$ cat src/rtl/gateway_pkg.sv
// constants shared by the i/o gateway: opcodes, modes, line map, timing
// assumes a single 40 MHz clock and a command stream already unpacked from usb
package gateway_pkg;
   // clock and spi rates, half periods derived from them
   localparam int unsigned CLK_HZ = 40_000_000;
   localparam int unsigned SPI_HZ_0 = 62_500;
   localparam int unsigned SPI_HZ_1 = 500_000;
   localparam int unsigned SPI_HZ_2 = 1_000_000;
   localparam int unsigned SPI_HZ_3 = 2_000_000;
   localparam logic [8:0] SPI_HALF_0 = 9'(CLK_HZ / (2 * SPI_HZ_0));
   localparam logic [8:0] SPI_HALF_1 = 9'(CLK_HZ / (2 * SPI_HZ_1));
   localparam logic [8:0] SPI_HALF_2 = 9'(CLK_HZ / (2 * SPI_HZ_2));
   localparam logic [8:0] SPI_HALF_3 = 9'(CLK_HZ / (2 * SPI_HZ_3));
   // lcd enable pulse width, least time so rounded up
   localparam int unsigned LCD_EN_NS = 500;
   localparam logic [4:0] LCD_EN_CYC = 5'((LCD_EN_NS * (CLK_HZ / 1_000_000) + 999) / 1000);
   // command opcodes
   localparam logic [3:0] OP_DIR_A = 4'h0;
   localparam logic [3:0] OP_DIR_B = 4'h1;
   localparam logic [3:0] OP_WR_A = 4'h2;
   localparam logic [3:0] OP_WR_B = 4'h3;
   localparam logic [3:0] OP_SET_A = 4'h4;
   localparam logic [3:0] OP_SET_B = 4'h5;
   localparam logic [3:0] OP_RD_A = 4'h6;
   localparam logic [3:0] OP_RD_B = 4'h7;
   localparam logic [3:0] OP_MODE = 4'h8;
   localparam logic [3:0] OP_SPI_RATE = 4'h9;
   localparam logic [3:0] OP_SPI_XFER = 4'ha;
   localparam logic [3:0] OP_LCD_DATA = 4'hb;
   localparam logic [3:0] OP_LCD_CTRL = 4'hc;
   localparam logic [3:0] OP_STEP = 4'hd;
   localparam logic [3:0] OP_TWI = 4'he;
   // pin-sharing modes
   localparam logic [2:0] MODE_GPIO = 3'h0;
   localparam logic [2:0] MODE_SPI_M = 3'h1;
   localparam logic [2:0] MODE_SPI_S = 3'h2;
   localparam logic [2:0] MODE_TWI = 3'h3;
   localparam logic [2:0] MODE_STEP = 3'h4;
   // response source tags
   localparam logic [1:0] SRC_PORTA = 2'h0;
   localparam logic [1:0] SRC_PORTB = 2'h1;
   localparam logic [1:0] SRC_SPI_M = 2'h2;
   localparam logic [1:0] SRC_SPI_S = 2'h3;
   // port a line assignments
   localparam int unsigned LINE_LCD_RS = 0;
   localparam int unsigned LINE_LCD_EN = 1;
   localparam int unsigned LINE_TWI_CLK = 2;
   localparam int unsigned LINE_TWI_DAT = 3;
   localparam int unsigned LINE_SS = 4;
   localparam int unsigned LINE_MOSI = 5;
   localparam int unsigned LINE_MISO = 6;
   localparam int unsigned LINE_SCK = 7;
   localparam logic [2:0] LAST_BIT = 3'h7;
   localparam logic [7:0] BYTE_RST = 8'h00;
   localparam logic [7:0] ALL_OUT = 8'hff;
   typedef enum logic [1:0] {ST_IDLE, ST_SPI, ST_LCD, ST_PUSH} state_e;
endpackage

$ cat src/rtl/resp_fifo.sv
// response buffer: parameterised width and depth, valid/ready both sides
// assumes depth is a power of two; synchronous active-high reset
`timescale 1ns/1ps
module resp_fifo #(
   parameter int WIDTH = 10,
   parameter int DEPTH = 16
) (
   input wire logic sys_clk_in,
   input wire logic srst_in,
   input wire logic in_valid_in,
   output logic in_ready_out,
   input wire logic [WIDTH-1:0] in_data_in,
   output logic out_valid_out,
   input wire logic out_ready_in,
   output logic [WIDTH-1:0] out_data_out
);
   localparam int AW = $clog2(DEPTH);
   logic [WIDTH-1:0] mem [DEPTH];
   logic [AW-1:0] wr_ptr_r;
   logic [AW-1:0] rd_ptr_r;
   logic [AW:0] count_r;
   logic push;
   logic pop;

   // full and empty straight from the occupancy count
   assign in_ready_out = (count_r != (AW + 1)'(DEPTH));
   assign out_valid_out = (count_r != '0);
   assign out_data_out = mem[rd_ptr_r];
   assign push = in_valid_in && in_ready_out;
   assign pop = out_valid_out && out_ready_in;

   // storage, no reset needed on the data words
   always_ff @(posedge sys_clk_in) begin
      if (push) begin
         mem[wr_ptr_r] <= in_data_in;
      end
   end

   // pointers and count
   always_ff @(posedge sys_clk_in) begin
      if (srst_in) begin
         wr_ptr_r <= '0;
         rd_ptr_r <= '0;
         count_r <= '0;
      end else begin
         if (push) begin
            wr_ptr_r <= wr_ptr_r + 1'b1;
         end
         if (pop) begin
            rd_ptr_r <= rd_ptr_r + 1'b1;
         end
         if (push && !pop) begin
            count_r <= count_r + 1'b1;
         end else if (pop && !push) begin
            count_r <= count_r - 1'b1;
         end
      end
   end
endmodule

$ cat src/rtl/io_gateway.sv
// command-driven i/o gateway: two 8-bit ports, spi master/slave, lcd, stepper, two-wire
// assumes usb framing is done outside and delivers commands on the cmd_* port
`timescale 1ns/1ps
module io_gateway #(
   parameter int FIFO_DEPTH = 16
) (
   input wire logic sys_clk_in,
   input wire logic srst_in,
   input wire logic cmd_valid_in,
   output logic cmd_ready_out,
   input wire logic [3:0] cmd_op_in,
   input wire logic [7:0] cmd_arg_in,
   input wire logic [7:0] cmd_mask_in,
   output logic resp_valid_out,
   input wire logic resp_ready_in,
   output logic [7:0] resp_data_out,
   output logic [1:0] resp_src_out,
   input wire logic [7:0] porta_in,
   output logic [7:0] porta_out,
   output logic [7:0] porta_oe_out,
   input wire logic [7:0] portb_in,
   output logic [7:0] portb_out,
   output logic [7:0] portb_oe_out,
   output logic slave_overrun_out
);
   gateway_pkg::state_e state_r;
   logic cmd_ready_r, accept, half_done, spi_done;
   logic [7:0] dir_a_r, dir_b_r, out_a_r, out_b_r, step_r;
   logic [2:0] mode_r;
   logic [1:0] rate_r;
   logic twi_scl_r, twi_sda_r, sclk_r, lcd_rs_r, sck_prev_r, slave_push, overrun_r;
   logic [9:0] pend_r, fifo_in_data, fifo_out_data;
   logic [8:0] half, div_r;
   logic [2:0] bit_r, sl_cnt_r;
   logic [7:0] tx_r, rx_r, lcd_byte_r;
   logic [4:0] lcd_cnt_r;
   logic [6:0] sl_rx_r;
   logic fifo_in_valid, fifo_in_ready;
   logic [7:0] pa_out_nxt, pa_oe_nxt, pb_out_nxt, pb_oe_nxt;

   // ready only in idle, so a command is taken on a single edge
   assign accept = cmd_valid_in && cmd_ready_r;
   assign cmd_ready_out = cmd_ready_r;
   assign slave_overrun_out = overrun_r;

   // host-visible configuration and port latches
   always_ff @(posedge sys_clk_in) begin
      if (srst_in) begin
         dir_a_r <= gateway_pkg::BYTE_RST;
         dir_b_r <= gateway_pkg::BYTE_RST;
         out_a_r <= gateway_pkg::BYTE_RST;
         out_b_r <= gateway_pkg::BYTE_RST;
         mode_r <= gateway_pkg::MODE_GPIO;
         rate_r <= 2'h0;
         step_r <= gateway_pkg::BYTE_RST;
         twi_scl_r <= 1'b1;
         twi_sda_r <= 1'b1;
      end else if (accept) begin
         unique case (cmd_op_in)
            gateway_pkg::OP_DIR_A: dir_a_r <= cmd_arg_in;
            gateway_pkg::OP_DIR_B: dir_b_r <= cmd_arg_in;
            gateway_pkg::OP_WR_A: out_a_r <= cmd_arg_in;
            gateway_pkg::OP_WR_B: out_b_r <= cmd_arg_in;
            gateway_pkg::OP_SET_A: out_a_r <= (out_a_r & ~cmd_mask_in) | (cmd_arg_in & cmd_mask_in);
            gateway_pkg::OP_SET_B: out_b_r <= (out_b_r & ~cmd_mask_in) | (cmd_arg_in & cmd_mask_in);
            gateway_pkg::OP_MODE: mode_r <= cmd_arg_in[2:0];
            gateway_pkg::OP_SPI_RATE: rate_r <= cmd_arg_in[1:0];
            gateway_pkg::OP_STEP: step_r <= cmd_arg_in;
            gateway_pkg::OP_TWI: begin
               twi_scl_r <= cmd_arg_in[0];
               twi_sda_r <= cmd_arg_in[1];
            end
            default: ;
         endcase
      end
   end

   // half-period select; rate is latched, so it holds across transfers
   always_comb begin
      unique case (rate_r)
         2'h0: half = gateway_pkg::SPI_HALF_0;
         2'h1: half = gateway_pkg::SPI_HALF_1;
         2'h2: half = gateway_pkg::SPI_HALF_2;
         2'h3: half = gateway_pkg::SPI_HALF_3;
      endcase
   end
   assign half_done = (div_r == half - 9'h001);
   assign spi_done = (state_r == gateway_pkg::ST_SPI) && half_done && sclk_r && (bit_r == gateway_pkg::LAST_BIT);

   // command sequencer; a pending answer waits for buffer room
   always_ff @(posedge sys_clk_in) begin
      if (srst_in) begin
         state_r <= gateway_pkg::ST_IDLE;
         cmd_ready_r <= 1'b1;
         pend_r <= '0;
      end else begin
         unique case (state_r)
            gateway_pkg::ST_IDLE: begin
               if (accept) begin
                  if (cmd_op_in == gateway_pkg::OP_RD_A) begin
                     pend_r <= {gateway_pkg::SRC_PORTA, porta_in};
                     state_r <= gateway_pkg::ST_PUSH;
                     cmd_ready_r <= 1'b0;
                  end else if (cmd_op_in == gateway_pkg::OP_RD_B) begin
                     pend_r <= {gateway_pkg::SRC_PORTB, portb_in};
                     state_r <= gateway_pkg::ST_PUSH;
                     cmd_ready_r <= 1'b0;
                  end else if (cmd_op_in == gateway_pkg::OP_SPI_XFER && mode_r == gateway_pkg::MODE_SPI_M) begin
                     state_r <= gateway_pkg::ST_SPI;
                     cmd_ready_r <= 1'b0;
                  end else if (cmd_op_in == gateway_pkg::OP_LCD_DATA || cmd_op_in == gateway_pkg::OP_LCD_CTRL) begin
                     state_r <= gateway_pkg::ST_LCD;
                     cmd_ready_r <= 1'b0;
                  end
               end
            end
            gateway_pkg::ST_SPI: begin
               if (spi_done) begin
                  pend_r <= {gateway_pkg::SRC_SPI_M, rx_r};
                  state_r <= gateway_pkg::ST_PUSH;
               end
            end
            gateway_pkg::ST_LCD: begin
               if (lcd_cnt_r == gateway_pkg::LCD_EN_CYC - 5'h01) begin
                  state_r <= gateway_pkg::ST_IDLE;
                  cmd_ready_r <= 1'b1;
               end
            end
            gateway_pkg::ST_PUSH: begin
               if (!slave_push && fifo_in_ready) begin
                  state_r <= gateway_pkg::ST_IDLE;
                  cmd_ready_r <= 1'b1;
               end
            end
         endcase
      end
   end

   // spi master engine, mode 0: drive on fall, sample on rise
   always_ff @(posedge sys_clk_in) begin
      if (srst_in) begin
         div_r <= '0;
         bit_r <= '0;
         sclk_r <= 1'b0;
         tx_r <= gateway_pkg::BYTE_RST;
         rx_r <= gateway_pkg::BYTE_RST;
      end else if (accept && cmd_op_in == gateway_pkg::OP_SPI_XFER) begin
         tx_r <= cmd_arg_in;
         div_r <= '0;
         bit_r <= '0;
         sclk_r <= 1'b0;
      end else if (state_r == gateway_pkg::ST_SPI) begin
         if (half_done) begin
            div_r <= '0;
            sclk_r <= !sclk_r;
            if (!sclk_r) begin
               rx_r <= {rx_r[6:0], porta_in[gateway_pkg::LINE_MISO]};
            end else begin
               tx_r <= {tx_r[6:0], 1'b0};
               bit_r <= bit_r + 3'h1;
            end
         end else begin
            div_r <= div_r + 9'h001;
         end
      end
   end

   // lcd cycle: byte on port b, rs and enable on port a lines 0 and 1
   always_ff @(posedge sys_clk_in) begin
      if (srst_in) begin
         lcd_cnt_r <= '0;
         lcd_byte_r <= gateway_pkg::BYTE_RST;
         lcd_rs_r <= 1'b0;
      end else if (accept) begin
         lcd_cnt_r <= '0;
         lcd_byte_r <= cmd_arg_in;
         lcd_rs_r <= (cmd_op_in == gateway_pkg::OP_LCD_DATA);
      end else if (state_r == gateway_pkg::ST_LCD) begin
         lcd_cnt_r <= lcd_cnt_r + 5'h01;
      end
   end

   // spi slave receiver; inputs are taken as synchronous to sys_clk
   assign slave_push = (mode_r == gateway_pkg::MODE_SPI_S) && !porta_in[gateway_pkg::LINE_SS]
      && porta_in[gateway_pkg::LINE_SCK] && !sck_prev_r && (sl_cnt_r == gateway_pkg::LAST_BIT);
   always_ff @(posedge sys_clk_in) begin
      if (srst_in) begin
         sck_prev_r <= 1'b0;
         sl_cnt_r <= '0;
         sl_rx_r <= '0;
      end else begin
         sck_prev_r <= porta_in[gateway_pkg::LINE_SCK];
         if (mode_r != gateway_pkg::MODE_SPI_S || porta_in[gateway_pkg::LINE_SS]) begin
            sl_cnt_r <= '0; // deselect realigns the byte boundary
         end else if (porta_in[gateway_pkg::LINE_SCK] && !sck_prev_r) begin
            sl_cnt_r <= sl_cnt_r + 3'h1;
            sl_rx_r <= {sl_rx_r[5:0], porta_in[gateway_pkg::LINE_MOSI]};
         end
      end
   end

   // a slave byte that finds the buffer full is dropped and flagged; set beats clear
   always_ff @(posedge sys_clk_in) begin
      if (srst_in) begin
         overrun_r <= 1'b0;
      end else if (slave_push && !fifo_in_ready) begin
         overrun_r <= 1'b1;
      end else if (accept && cmd_op_in == gateway_pkg::OP_MODE) begin
         overrun_r <= 1'b0;
      end
   end

   // slave bytes take priority: the external master cannot be stalled
   assign fifo_in_valid = slave_push || (state_r == gateway_pkg::ST_PUSH);
   assign fifo_in_data = slave_push ? {gateway_pkg::SRC_SPI_S, sl_rx_r, porta_in[gateway_pkg::LINE_MOSI]} : pend_r;

   resp_fifo #(
      .WIDTH(10),
      .DEPTH(FIFO_DEPTH)
   ) u_resp_fifo (
      .sys_clk_in(sys_clk_in),
      .srst_in(srst_in),
      .in_valid_in(fifo_in_valid),
      .in_ready_out(fifo_in_ready),
      .in_data_in(fifo_in_data),
      .out_valid_out(resp_valid_out),
      .out_ready_in(resp_ready_in),
      .out_data_out(fifo_out_data)
   );
   assign resp_data_out = fifo_out_data[7:0];
   assign resp_src_out = fifo_out_data[9:8];

   // pin sharing; lines a mode does not claim stay general-purpose
   always_comb begin
      pa_out_nxt = out_a_r;
      pa_oe_nxt = dir_a_r;
      pb_out_nxt = out_b_r;
      pb_oe_nxt = dir_b_r;
      unique case (mode_r)
         gateway_pkg::MODE_SPI_M: begin
            pa_out_nxt[gateway_pkg::LINE_MOSI] = tx_r[7];
            pa_oe_nxt[gateway_pkg::LINE_MOSI] = 1'b1;
            pa_oe_nxt[gateway_pkg::LINE_MISO] = 1'b0;
            pa_out_nxt[gateway_pkg::LINE_SCK] = sclk_r;
            pa_oe_nxt[gateway_pkg::LINE_SCK] = 1'b1;
         end
         gateway_pkg::MODE_SPI_S: begin
            pa_oe_nxt[gateway_pkg::LINE_SS] = 1'b0;
            pa_oe_nxt[gateway_pkg::LINE_MOSI] = 1'b0;
            pa_oe_nxt[gateway_pkg::LINE_SCK] = 1'b0;
            pa_out_nxt[gateway_pkg::LINE_MISO] = 1'b0; // no reply data, reads as zero
            pa_oe_nxt[gateway_pkg::LINE_MISO] = 1'b1;
         end
         gateway_pkg::MODE_TWI: begin
            pa_out_nxt[gateway_pkg::LINE_TWI_CLK] = 1'b0; // open drain: only pulls low
            pa_oe_nxt[gateway_pkg::LINE_TWI_CLK] = !twi_scl_r;
            pa_out_nxt[gateway_pkg::LINE_TWI_DAT] = 1'b0;
            pa_oe_nxt[gateway_pkg::LINE_TWI_DAT] = !twi_sda_r;
         end
         gateway_pkg::MODE_STEP: begin
            pa_out_nxt = step_r;
            pa_oe_nxt = gateway_pkg::ALL_OUT;
         end
         default: ;
      endcase
      if (state_r == gateway_pkg::ST_LCD) begin
         pb_out_nxt = lcd_byte_r;
         pb_oe_nxt = gateway_pkg::ALL_OUT;
         pa_out_nxt[gateway_pkg::LINE_LCD_RS] = lcd_rs_r;
         pa_oe_nxt[gateway_pkg::LINE_LCD_RS] = 1'b1;
         pa_out_nxt[gateway_pkg::LINE_LCD_EN] = 1'b1;
         pa_oe_nxt[gateway_pkg::LINE_LCD_EN] = 1'b1;
      end
   end

   // pins are registered to keep them glitch-free
   always_ff @(posedge sys_clk_in) begin
      if (srst_in) begin
         porta_out <= gateway_pkg::BYTE_RST;
         porta_oe_out <= gateway_pkg::BYTE_RST;
         portb_out <= gateway_pkg::BYTE_RST;
         portb_oe_out <= gateway_pkg::BYTE_RST;
      end else begin
         porta_out <= pa_out_nxt;
         porta_oe_out <= pa_oe_nxt;
         portb_out <= pb_out_nxt;
         portb_oe_out <= pb_oe_nxt;
      end
   end
endmodule

$ cat config.mk
export PLATFORM = sky130hd
export DESIGN_NAME = io_gateway
export DESIGN_NICKNAME = d
export VERILOG_FILES = /design/src/rtl/gateway_pkg.sv /design/src/rtl/resp_fifo.sv /design/src/rtl/io_gateway.sv
export SDC_FILE = /design/constraint.sdc
export NUM_CORES = 1
export LEC_CHECK = 0
export ABC_AREA = 1
export BUFFER_PORTS_ARGS = -buffer_cell sky130_fd_sc_hd__buf_2
export CAP_MARGIN = 0
export CORE_ASPECT_RATIO = 0.7
export CORE_MARGIN = 4
export CORE_UTILIZATION = 32
export CTS_BUF_LIST = sky130_fd_sc_hd__clkbuf_4 sky130_fd_sc_hd__clkbuf_8
export DETAILED_ROUTE_END_ITERATION = 16
export GPL_TIMING_DRIVEN = 0
export PLACE_DENSITY = 0.46
export SYNTH_ARGS = -nofsm -noshare
export SYNTH_HDL_FRONTEND = slang
export SYNTH_HIERARCHICAL = 1
export SYNTH_SLANG_ARGS = --single-unit
$ cat constraint.sdc
create_clock -name sys_clk_in -period 3.25 [get_ports sys_clk_in]
set_input_delay 0.65 -clock sys_clk_in [delete_from_list [all_inputs] [get_ports sys_clk_in]]
set_output_delay 0.65 -clock sys_clk_in [all_outputs]
set_load 0.005 [all_outputs]
==> impl_metrics.tcl <==
set metrics [dict create \
    worst_ep_required_time_ps 3470 \
    timing.clock.skew_ps 36.57 \
    drcViolationCount 0 \
    global_route_wire_length_before_repair_um 65190 \
    hold_path.startpoint "porta_in[7]" \
    synthDominantAreaCellType "sky130_fd_sc_hd__edfxtp_1" \
    wire_per_inst_um 17.80 \
    first_global_vias 10760 \
    areaGrowthSynthToFinish_pct 16.78 \
    dieWidth_um 258.9 \
    max_cap_viol_count 0 \
    critPathKind "flop to flop" \
    worst_setup_path_end_kind "flop" \
    chipHeight_um 183.6 \
    placement_rows 64 \
    clkLatencyLatePin_ps 630 \
    synth-edff-count 160 \
    report.final.hold_viol_count 0 \
    synth_warnings 6 \
    cts.clk_slew.worst_paths_ps 70 \
    nets 1821 \
    track_usage_pct 17.83 \
    vias_per_cell 4.730 \
    grt_max_degree 17 \
    total_gr_overflow 0 \
    cts_htree_levels 2 \
    post_synthesis_net_count 1677 \
    numCtsBuffers 53 \
    postRouteWirelength_um 42670 \
    detailed_place_hpwl_um 30290 \
    min_delay_path_depth 3 \
    setup-violations-final 0 \
    first_pass_iters 5 \
    min_period_over_period_pct 93.80 \
    route.antenna.remaining_nets 0 \
    finalPower_mw 10.01 \
    total_leakage_power_nw 6.978 \
    grt_setup_unrepaired "false" \
    drtIter0Drc 816 \
    floorplan.initialDensity_pct 32.32 \
    fmaxAchievable_ghz 0.3280 \
    max_transition_margin_pct 25.06 \
    min_period_ps 3049 \
    timing_worst_slew_pin_value_ps 1120 \
    pre_cts_slack_ps -666.9 \
    design.core.area_sq_um 43640 \
    critPathMaxFanout 10 \
    outcome "finished, final reports clean" \
    avgSynthCellArea_sq_um 8.727 \
    final_max_slew_viol_count 0 \
    synth_cell_type_count 49 \
    cts-root-buf "sky130_fd_sc_hd__clkbuf_8" \
    syn-instance-count 1616 \
    cts_num_sinks 324 \
    clock_tree.buffer_depth 3 \
    setup.worst_path.start_class "flop" \
    initial_antenna_violation_count 0 \
    worst_ep_arrival_time_ps 3270 \
    gpl.final_weighted_congestion 0.8122 \
    tritoncts "yes" \
    insertedDiodeCount 0 \
    setup_ws_ps 201.4 \
    timing.hold.worst.class "input port to flop" \
    postSynthRegisterBits 324 \
    ys_top_cells_by_area "sky130_fd_sc_hd__edfxtp_1 (34%), sky130_fd_sc_hd__dfxtp_1 (23%), sky130_fd_sc_hd__nand2_1 (9.6%)" \
    max-vdd-ir-drop_v 0.0003005 \
    via_count 11340 \
    synth-async-reset-ratio_pct 0 \
    design.die.area_sq_um 47550 \
    worstReg2RegStart "mode_r[1]$_SDFFE_PP0P_" \
    top_level_i_o_count 85 \
    ys_dominant_reg_cell "sky130_fd_sc_hd__dfxtp_1" \
    port_buffers 84 \
    r2r-end "u_resp_fifo/mem[2][6]$_DFFE_PP_" \
    hold_path_end "sck_prev_r$_SDFF_PP0_" \
    synthesis.area_sq_um 14100 \
    reg2reg_depth 11 \
    power_density_nw_per_um2 607.7 \
    part_of_the_yosys_area_used_for_sequential_elements_pct 57.35 \
    ff2ff_setup_slack_ps 200 \
    post_route_cells_drive_above_1_share_pct 15.59 \
    synth.top_cell.area_share_pct 34.07 \
]
## flip-flops by register name (all words and copies together) (netlist names), 5 cells and up, named ones only
name,cells
sl_rx_r,7
u_resp_fifo/mem,160
porta_oe_out,8
portb_out,8
pend_r,10
dir_b_r,8
tx_r,8
porta_out,8
portb_oe_out,8
lcd_cnt_r,5
dir_a_r,8
rx_r,8
div_r,9
step_r,8
u_resp_fifo/count_r,5
lcd_byte_r,8
## layer usage
metal | global-route usage, % | share of wire, %
met1 | 28.19 | 52
met2 | 24.54 | 39
met3 | 4.103 | 7.2
met4 | 3.819 | 1.4
met5 | 0 | 0
## synth_stat cells, types with 2 or more instances
library cell and count:
sky130_fd_sc_hd__o211ai_1 3, sky130_fd_sc_hd__or2_2 8, sky130_fd_sc_hd__buf_2 16, sky130_fd_sc_hd__ha_1 20
sky130_fd_sc_hd__a31oi_1 6, sky130_fd_sc_hd__edfxtp_1 160, sky130_fd_sc_hd__inv_1 226, sky130_fd_sc_hd__nor2_1 130
sky130_fd_sc_hd__clkinv_1 2, sky130_fd_sc_hd__clkbuf_1 29, sky130_fd_sc_hd__a21oi_1 102, sky130_fd_sc_hd__nor2_4 3
sky130_fd_sc_hd__xor2_1 9, sky130_fd_sc_hd__o21ai_0 109, sky130_fd_sc_hd__inv_2 11, sky130_fd_sc_hd__or2_1 2
sky130_fd_sc_hd__nand2_1 360, sky130_fd_sc_hd__nand4_1 4, sky130_fd_sc_hd__dfxtp_1 164, sky130_fd_sc_hd__xnor2_1 2
sky130_fd_sc_hd__a311oi_1 6, sky130_fd_sc_hd__a211oi_2 2, sky130_fd_sc_hd__buf_4 8, sky130_fd_sc_hd__nor3b_1 3
sky130_fd_sc_hd__buf_6 11, sky130_fd_sc_hd__nand3_2 3, sky130_fd_sc_hd__nor3_1 7, sky130_fd_sc_hd__nand3_1 175
sky130_fd_sc_hd__nor2_2 5, sky130_fd_sc_hd__a211oi_1 7, sky130_fd_sc_hd__nand2_2 5
## worst max path at each step
| stage | startpoint | to | slack [ps] | cells after the start |
|---|---|---|---|---|
| floorplan | porta_in[7] | u_resp_fifo/count_r[4]$_SDFFE_PP0P_ | 210 | 17 |
| global placement | porta_in[7] | u_resp_fifo/mem[12][2]$_DFFE_PP_ | -1720 | 8 |
| detailed placement | porta_in[7] | u_resp_fifo/count_r[4]$_SDFFE_PP0P_ | -670 | 18 |
| CTS | mode_r[1]$_SDFFE_PP0P_ | u_resp_fifo/mem[9][7]$_DFFE_PP_ | -30 | 11 |
| global route | mode_r[1]$_SDFFE_PP0P_ | u_resp_fifo/count_r[4]$_SDFFE_PP0P_ | 10 | 17 |
| finish | mode_r[1]$_SDFFE_PP0P_ | u_resp_fifo/mem[2][6]$_DFFE_PP_ | 200 | 11 |
## metrics by stage
step                cell area, sq um  std cells  hold WS, ps  utilization (%)  TNS [ps]
finish                         16470       2397        275.6            37.74         0
global route                   16470       2397        257.4            37.74         0
CTS                            16440       2396        225.8            37.68     -1227
detailed placement             15350       2298        437.5            35.18    -96650
global placement               15270       2294        434.8            34.98   -224850
floorplan                      14100       1616        423.7                -         0
## worst max-delay path: stages, from the launching register on
cell,delay [ps]
sky130_fd_sc_hd__dfxtp_2,380
sky130_fd_sc_hd__inv_2,50
sky130_fd_sc_hd__nor2_2,150
sky130_fd_sc_hd__nand3_1,150
sky130_fd_sc_hd__nor2_4,140
sky130_fd_sc_hd__nand2_1,80
sky130_fd_sc_hd__buf_2,210
sky130_fd_sc_hd__nand2_2,130
sky130_fd_sc_hd__nand2_1,110
sky130_fd_sc_hd__inv_2,140
sky130_fd_sc_hd__nand2_1,200
sky130_fd_sc_hd__nor2_1,900
## layout make-up
class | instances | area, sq um
buffer | 66 | 382.9
timing repair buffer | 89 | 484.2
sequential | 324 | 8089
clock inverter | 21 | 136.4
multi-input combinational | 986 | 4801
fill | 4436 | 27170
tap | 594 | 743.2
inverter | 240 | 905.9
clock buffer | 77 | 928.4
## cells in the final DEF (no fill, tap or decap), types with 3 or more instances in the layout
cell type and n:
sky130_fd_sc_hd__ha_1 20, sky130_fd_sc_hd__nor2_2 18, sky130_fd_sc_hd__nor2_4 4, sky130_fd_sc_hd__a21oi_1 102, sky130_fd_sc_hd__buf_8 3, sky130_fd_sc_hd__o211ai_1 3
sky130_fd_sc_hd__o21ai_2 8, sky130_fd_sc_hd__inv_2 12, sky130_fd_sc_hd__clkbuf_4 21, sky130_fd_sc_hd__inv_8 3, sky130_fd_sc_hd__xor2_1 9, sky130_fd_sc_hd__clkinv_2 7
sky130_fd_sc_hd__a31oi_1 6, sky130_fd_sc_hd__nand2_2 6, sky130_fd_sc_hd__buf_2 101, sky130_fd_sc_hd__clkbuf_1 28, sky130_fd_sc_hd__nand3_2 3, sky130_fd_sc_hd__nand3_1 175
sky130_fd_sc_hd__dfxtp_1 163, sky130_fd_sc_hd__clkinv_1 12, sky130_fd_sc_hd__a311oi_1 6, sky130_fd_sc_hd__nand4_1 4, sky130_fd_sc_hd__edfxtp_1 160, sky130_fd_sc_hd__nor3b_1 3
sky130_fd_sc_hd__nor3_1 7, sky130_fd_sc_hd__or2_2 8, sky130_fd_sc_hd__nand2_1 359, sky130_fd_sc_hd__buf_4 9, sky130_fd_sc_hd__clkbuf_8 56, sky130_fd_sc_hd__a211oi_1 7
sky130_fd_sc_hd__nor2_1 116, sky130_fd_sc_hd__o21ai_0 101, sky130_fd_sc_hd__buf_6 12, sky130_fd_sc_hd__inv_1 225
## repair_timing
action                                  4_1_cts  5_1_grt
endpoints found under the setup margin      162      163
gates resized for setup                      10       10
pin swaps                                     0        1
hold endpoints to repair                      0        0
hold buffers                                  0        0
setup buffers                                 0        1
## cell families after synthesis
family	Yosys count	synth area share, %
flops	324	57.35
xor+xnor	11	0.6832
compound gates	243	9.297
buf+inv	306	9.129
simple gates	711	21.63
fa+ha+maj	21	1.916
## power by group
part	switching [mW]	internal (mW)	leakage [nW]
Clock	1.70	1.93	0.575
Combinational	1.29	0.601	3.61
Sequential	0.0739	4.42	2.79
Total	3.06	6.95	6.98
Power figures use the tool's default switching activity.
